--- src/core/sector_map_regs.vh ---
/*
 Register offsets, field positions, reset values and descriptor bytes
 for the sector map detection block. Assumes byte-wide registers on a
 plain strobe port with an 8-bit address.
*/
`ifndef SECTOR_MAP_REGS_VH
`define SECTOR_MAP_REGS_VH

// Read-any-register addresses of the nonvolatile configuration bytes
`define OFS_CFG_ONE_NV 8'h02
`define OFS_CFG_THREE_NV 8'h04
// Live map status
`define OFS_MAP_STATUS 8'h08
// Detection descriptor bytes, six dwords, low byte first
`define OFS_DESC_FIRST 8'h10
`define OFS_DESC_LAST 8'h27

// Field positions
`define BIT_UNIFORM_MAP 3
`define BIT_PARAM_TOP 2
`define BIT_SECTOR_256K 1
`define BIT_STATUS_VALID 7

// Reset values of the configuration bytes
`define RST_CFG_ONE_NV 8'h00
`define RST_CFG_THREE_NV 8'h02

// Supported index values
`define IDX_HYBRID_BOTTOM 3'h1
`define IDX_HYBRID_TOP 3'h3
`define IDX_UNIFORM 3'h5

// Map kinds
`define MAP_NONE 2'h0
`define MAP_HYBRID_BOTTOM 2'h1
`define MAP_HYBRID_TOP 2'h2
`define MAP_UNIFORM 2'h3

// Descriptor fields
`define DESC_INSTR_READ_ANY 8'h65
`define DESC_LEN_LATENCY 8'hff
`define DESC_LOW_MORE 8'hfc
`define DESC_LOW_END 8'hfd
`define DESC_MASK_FIRST 8'h08
`define DESC_MASK_SECOND 8'h04
`define DESC_MASK_THIRD 8'h02

`endif

--- src/core/sector_map_decode.v ---
/*
 Decoder from a three-bit configuration index to the sector map kind.
 Assumes the index is held stable by registers in the caller.
*/
`timescale 1ns/100ps
`default_nettype none
`include "sector_map_regs.vh"

module sector_map_decode
(
   input wire [2:0] i_index,
   output reg o_valid,
   output reg [1:0] o_map
);

   always @*
   begin
      o_valid = 1'b1;
      case (i_index)
         `IDX_HYBRID_BOTTOM: o_map = `MAP_HYBRID_BOTTOM;
         `IDX_HYBRID_TOP: o_map = `MAP_HYBRID_TOP;
         `IDX_UNIFORM: o_map = `MAP_UNIFORM;
         default:
         begin
            o_valid = 1'b0;
            o_map = `MAP_NONE;
         end
      endcase
   end

endmodule // sector_map_decode
`default_nettype wire

--- src/core/sector_map_detection.v ---
/*
 Sector map detection inside the flash: the two nonvolatile configuration
 bytes, the detection descriptors a host reads to find them, and the
 decoded sector map. Assumes a same-clock register master that issues
 one-cycle strobes and takes read data in the following cycle.
*/
`timescale 1ns/100ps
`default_nettype none
`include "sector_map_regs.vh"

module sector_map_detection
(
   input wire i_mclk,
   input wire i_rst,
   input wire [7:0] i_addr,
   input wire [7:0] i_wdata,
   input wire i_wr,
   input wire i_rd,
   output reg [7:0] o_rdata,
   output reg [2:0] o_map_index,
   output reg o_map_valid,
   output reg [1:0] o_map_kind,
   output reg o_uniform,
   output reg o_param_top,
   output reg o_sector_256k
);

   reg [7:0] config_reg_one_nonvolatile_r;
   reg [7:0] config_reg_three_nonvolatile_r;
   reg [7:0] rdata_nxt;
   reg [7:0] desc_byte;
   wire [4:0] desc_idx;
   wire in_desc;
   wire [2:0] index_nxt;
   wire valid_nxt;
   wire [1:0] kind_nxt;
   wire uniform_map_select_bit;
   wire param_sector_top_select;
   wire large_sector_size_bit;
   reg [7:0] desc_low;
   reg [7:0] desc_mask;
   reg [7:0] desc_target;
   wire [1:0] desc_num;
   wire [2:0] desc_sel;
   wire sel_cfg_one;
   wire sel_cfg_three;
   wire sel_status;
   wire wr_cfg_one;
   wire wr_cfg_three;

   assign uniform_map_select_bit =
      config_reg_three_nonvolatile_r[`BIT_UNIFORM_MAP];
   assign param_sector_top_select =
      config_reg_one_nonvolatile_r[`BIT_PARAM_TOP];
   assign large_sector_size_bit =
      config_reg_three_nonvolatile_r[`BIT_SECTOR_256K];

   // Most significant first
   assign index_nxt = {uniform_map_select_bit, param_sector_top_select,
                       large_sector_size_bit};

   // Index to map kind
   sector_map_decode u_decode
   (
      .i_index(index_nxt),
      .o_valid(valid_nxt),
      .o_map(kind_nxt)
   );

   // Address decode shared by the write and read paths
   assign sel_cfg_one = (i_addr == `OFS_CFG_ONE_NV);
   assign sel_cfg_three = (i_addr == `OFS_CFG_THREE_NV);
   assign sel_status = (i_addr == `OFS_MAP_STATUS);
   assign wr_cfg_one = i_wr && sel_cfg_one;
   assign wr_cfg_three = i_wr && sel_cfg_three;

   // Configuration byte writes
   always @(posedge i_mclk or posedge i_rst)
   begin
      if (i_rst)
      begin
         config_reg_one_nonvolatile_r <= `RST_CFG_ONE_NV;
         config_reg_three_nonvolatile_r <= `RST_CFG_THREE_NV;
      end
      else
      begin
         if (wr_cfg_one)
            config_reg_one_nonvolatile_r <= i_wdata;
         if (wr_cfg_three)
            config_reg_three_nonvolatile_r <= i_wdata;
      end
   end

   // Decoded map outputs
   always @(posedge i_mclk or posedge i_rst)
   begin
      if (i_rst)
      begin
         o_map_index <= 3'h0;
         o_map_valid <= 1'b0;
         o_map_kind <= `MAP_NONE;
      end
      else
      begin
         o_map_index <= index_nxt;
         o_map_valid <= valid_nxt;
         o_map_kind <= kind_nxt;
      end
   end

   // Single configuration bit outputs
   always @(posedge i_mclk or posedge i_rst)
   begin
      if (i_rst)
      begin
         o_uniform <= 1'b0;
         o_param_top <= 1'b0;
         o_sector_256k <= 1'b0;
      end
      else
      begin
         o_uniform <= uniform_map_select_bit;
         o_param_top <= param_sector_top_select;
         o_sector_256k <= large_sector_size_bit;
      end
   end

   // Descriptor table, three dword pairs in read order
   assign in_desc = (i_addr >= `OFS_DESC_FIRST) &&
                    (i_addr <= `OFS_DESC_LAST);
   assign desc_idx = i_addr[4:0] - 5'h10;
   assign desc_num = desc_idx[4:3];
   assign desc_sel = desc_idx[2:0];

   // Fields that differ from one descriptor to the next
   always @*
   begin
      desc_low = 8'h00;
      desc_mask = 8'h00;
      desc_target = 8'h00;
      case (desc_num)
         2'h0:
         begin
            desc_low = `DESC_LOW_MORE;
            desc_mask = `DESC_MASK_FIRST;
            desc_target = `OFS_CFG_THREE_NV;
         end
         2'h1:
         begin
            desc_low = `DESC_LOW_MORE;
            desc_mask = `DESC_MASK_SECOND;
            desc_target = `OFS_CFG_ONE_NV;
         end
         2'h2:
         begin
            desc_low = `DESC_LOW_END;
            desc_mask = `DESC_MASK_THIRD;
            desc_target = `OFS_CFG_THREE_NV;
         end
         default:
         begin
            desc_low = 8'h00;
            desc_mask = 8'h00;
            desc_target = 8'h00;
         end
      endcase
   end

   // Byte within the dword pair
   always @*
   begin
      case (desc_sel)
         3'h0: desc_byte = desc_low;
         3'h1: desc_byte = `DESC_INSTR_READ_ANY;
         3'h2: desc_byte = `DESC_LEN_LATENCY;
         3'h3: desc_byte = desc_mask;
         3'h4: desc_byte = desc_target;
         3'h5, 3'h6, 3'h7: desc_byte = 8'h00;
         default: desc_byte = 8'h00;
      endcase
   end

   // Read mux, unmapped reads return zero
   always @*
   begin
      rdata_nxt = 8'h00;
      if (sel_cfg_one)
         rdata_nxt = config_reg_one_nonvolatile_r;
      else if (sel_cfg_three)
         rdata_nxt = config_reg_three_nonvolatile_r;
      else if (sel_status)
      begin
         rdata_nxt[`BIT_STATUS_VALID] = valid_nxt;
         rdata_nxt[2:0] = index_nxt;
      end
      else if (in_desc)
         rdata_nxt = desc_byte;
   end

   // Read data stands one cycle only
   always @(posedge i_mclk or posedge i_rst)
   begin
      if (i_rst)
         o_rdata <= 8'h00;
      else if (i_rd)
         o_rdata <= rdata_nxt;
      else
         o_rdata <= 8'h00;
   end

endmodule // sector_map_detection
`default_nettype wire

--- config.mk ---
export PLATFORM = sky130hd
export DESIGN_NAME = sector_map_detection
export DESIGN_NICKNAME = d
export VERILOG_FILES = /design/src/core/sector_map_decode.v /design/src/core/sector_map_detection.v
export VERILOG_INCLUDE_DIRS = /design/src /design/src/core
export SDC_FILE = /design/constraint.sdc
export NUM_CORES = 1
export LEC_CHECK = 0
export ABC_CLOCK_PERIOD_IN_PS = 2600
export BUFFER_PORTS_ARGS = -buffer_cell sky130_fd_sc_hd__buf_2
export CORE_UTILIZATION = 40
export CTS_BUF_LIST = sky130_fd_sc_hd__clkbuf_8
export CTS_CLUSTER_SIZE = 12
export DETAILED_ROUTE_END_ITERATION = 12
export PLACE_DENSITY = 0.68
export SLEW_MARGIN = 20
export SYNTH_ARGS = -nofsm -noshare
export SYNTH_HDL_FRONTEND = slang
export SYNTH_SLANG_ARGS = --single-unit
export TNS_END_PERCENT = 20
--- constraint.sdc ---
create_clock -name i_mclk -period 2.6 [get_ports i_mclk]
set_clock_uncertainty 0.2 [all_clocks]
set_input_delay 0.13 -clock i_mclk [delete_from_list [all_inputs] [get_ports i_mclk]]
set_output_delay 0.13 -clock i_mclk [all_outputs]
set_load 0.02 [all_outputs]
==> impl_metrics.yaml <==
run_status:
  status: "complete, no violations"
synthesis:
  avgSynthCellArea_um2: 11.1
  ys_warn_count: 0
  synth_enable_flop_cells: 0
  synth_top_area_frac: 0.501
  synth_area_leaders: "dfrtp_1 50%, mux2_2 12%, a21oi_1 4.1%"
  synthArstFlopShare: 1.00
  syn_inst: 130
  ys_types: 39
  yosys_most_used_dff: "dfrtp_1"
  synth_seq_cells: 30
  syn-num-nets: 150
  ys_seq_area_frac: 0.519
  netlist_area_mm2: 0.00145
  synth_top_area_cell: "dfrtp_1"
cells_and_area:
  syn2layout_area_growth_pct: 25.9
  fill_cells: 321
  final_core_util: 0.534
  diodes: 0
  final_layout_size_suffix_gt1_frac: 0.369
  nets: 196
clock_network:
  post-cts-setup-buffer-count: 0
  clkLatencyLatePin_ps: 280
  cts_sinks: 30
  cts.hold.buffers_added: 10
  cts_tree: "yes"
  cts_buffer_depth: 2
  ctsRootBufferMaster: "clkbuf_8"
  cts_buffers: 5
  path_clk_slew_ps: 50
  ctsResizeCount: 0
  h-tree-depth: 2
drt:
  drc: 0
  routedWlPerCell_um: 13.8
  dr.first_iter.drc_count: 46
  dr.pass1.iters: 4
  wirelength_mm: 3.07
  via_count: 1185
  via_per_inst: 5.34
  ant_nets: 0
place:
  dp_hpwl_mm: 2.19
  gp_congestion: 0.846
  io_buffers: 36
sta:
  maxSlewHeadroom: 0.548
  rsz0062_at_grt: "false"
  slew_viol_final: 0
  setup_violations: 0
  fin_crit_ps: 1630
  fin_setup_tns_ps: 0
  finalHoldViolCount: 0
  max_freq_mhz: 612
  fin_crit_sh: 0.628
  tightest_slew_ps: 671
global_route:
  grt_max_degree: 31
  grt_pass1_vias: 1176
  grt_overflow: 0
  antenna_found_initial: 0
  grt_pass1_wl_mm: 5.38
  grt_use_total: 0.182
setup_path:
  required_ps: 2550
  endpoint_kind: "flip-flop"
  cp_data_arrival_time_ps: 1580
  cp.buffers_inverters: 1
  path_delay_family: "simple AND/OR/NAND/NOR gates"
  crit_fanout: 11
  max_stage_delay_ps: 610
  startpoint_type: "input port"
  path_cells: "buf_2, or3_4, or4_4, o21ai_0, a221oi_1"
  slowest_stage: "or4_4"
  critical_path_class: "in2reg"
pwr:
  ir_worst_vdd_mv: 0.320
  power.leakage_nw: 0.892
  power-per-cell-area_mw_per_mm2: 512
die:
  core_mm2: 0.00342
  die_w_um: 62.2
  die_y_um: 62.2
  dieArea_mm2: 0.00387
  num_rows: 21
  ios: 37
  initial_utilization: 0.424
hold_path:
  hold_class: "in2reg"
run:
  cap_violations: 0
[where the power goes]
part	switching (W)	internal (W)	total (W)
sequential	0.0000102	0.000485	0.000495
combinational	0.0000616	0.0000501	0.000112
clock	0.000152	0.000175	0.000328
total	0.000224	0.000710	0.000934
[cell usage after synthesis (all sizes together), types with 2 or more instances]
library cell  instances
dfrtp                29
mux2                 16
a21oi                12
o21ai                 9
buf                   6
nand2                 5
nor2                  5
nand2b                4
a221oi                3
nor2b                 3
nor3                  3
or2                   3
or3                   3
a211oi                2
a31oi                 2
clkbuf                2
inv                   2
nand3b                2
nor4                  2
o21a                  2
or4                   2
[worst reg2reg max path: stages (launching register included)]
cell,delay (ps)
dfstp_2,580
a21boi_0,260
o2bb2ai_1,140
o221a_2,190
[path summary, 6_finish.rpt]
| path | startpoint | end | slack, ps | depth (start not counted) |
|---|---|---|---|---|
| max in group asynchronous | i_rst | config_reg_three_nonvolatile_r[1] | 1610 | 4 |
| max reg2reg | config_reg_three_nonvolatile_r[1] | o_rdata[7] | 1160 | 3 |
| max | i_addr[5] | o_rdata[0] | 970 | 5 |
| min in group asynchronous | i_rst | o_map_index[0] | 280 | 4 |
| min | i_addr[7] | o_rdata[1] | 50 | 4 |
| min reg2reg | config_reg_three_nonvolatile_r[1] | o_map_index[0] | 250 | 0 |
[flip-flops by register name, indices dropped and copies added, names as in the netlist]
name,flops
config_reg_one_nonvolatile_r,8
o_map_valid,1
config_reg_three_nonvolatile_r,8
o_map_index,3
o_map_kind,2
o_rdata,8
[logic make-up (layout without fill, tap and decap cells)]
group                  count (synthesis)  count (layout)  synth area share
AO/OA/AOI/OAI                         35              35             0.155
XOR/XNOR                               1               1           0.00605
buffers and inverters                 10              56            0.0371
flip-flops                            30              30             0.519
multiplexers                          16              16             0.124
AND/OR/NAND/NOR                       38              38             0.159
[stage by stage]
step                      hold slack [ps]  area, um2  instances  worst slack [ps]  power, W
final                                52.6       1820        222               966  0.000934
after global placement               3.43       1650        205               689  0.000600
after detailed placement             32.7       1650        205               644  0.000603
after CTS                            48.0       1820        222               948  0.000945
after global routing                  105       1820        222               846  0.000981
after floorplan                      20.1       1450        130               840  0.000565
[metal layers]
layer / GRT usage / wire, um
met5: 0 / 0
met2: 0.302 / 1580
met3: 0.0478 / 163
met4: 0.0756 / 41
met1: 0.224 / 1290
[cell usage in the layout (no fill, tap or decap), drive strengths merged]
cell         netlist  routed
buf                6      37
dfrtp             29      29
mux2              16      16
a21oi             12      12
dlygate4sd3        0      10
o21ai              9       9
nor2               5       5
nand2              5       5
clkbuf             2       5
nand2b             4       4
inv                2       4
nor2b              3       3
nor3               3       3
or3                3       3
a221oi             3       3
or2                3       3
or4                2       2
nor4               2       2
a211oi             2       2
o21a               2       2
nand3b             2       2
a31oi              2       2
nand3              1       1
or3b               1       1
or2b               1       1
a2bb2o             1       1
xor2               1       1
and2               1       1
nor3b              1       1
o22ai              1       1
a21boi             1       1
o2bb2ai            1       1
o221a              1       1
nand4              1       1
dfstp              1       1
[cell type report]
cell class              instances  area (um2)  share of cell area
repair buffers                 47         288               0.158
well taps                      46        57.6              0.0316
inverters                       2        7.51             0.00412
clock inverters                 2        7.51             0.00412
clock buffers                   5        68.8              0.0377
flip-flops and latches         30         752               0.412
multi-input cells              90         643               0.353
Power figures use the tool's default switching activity.
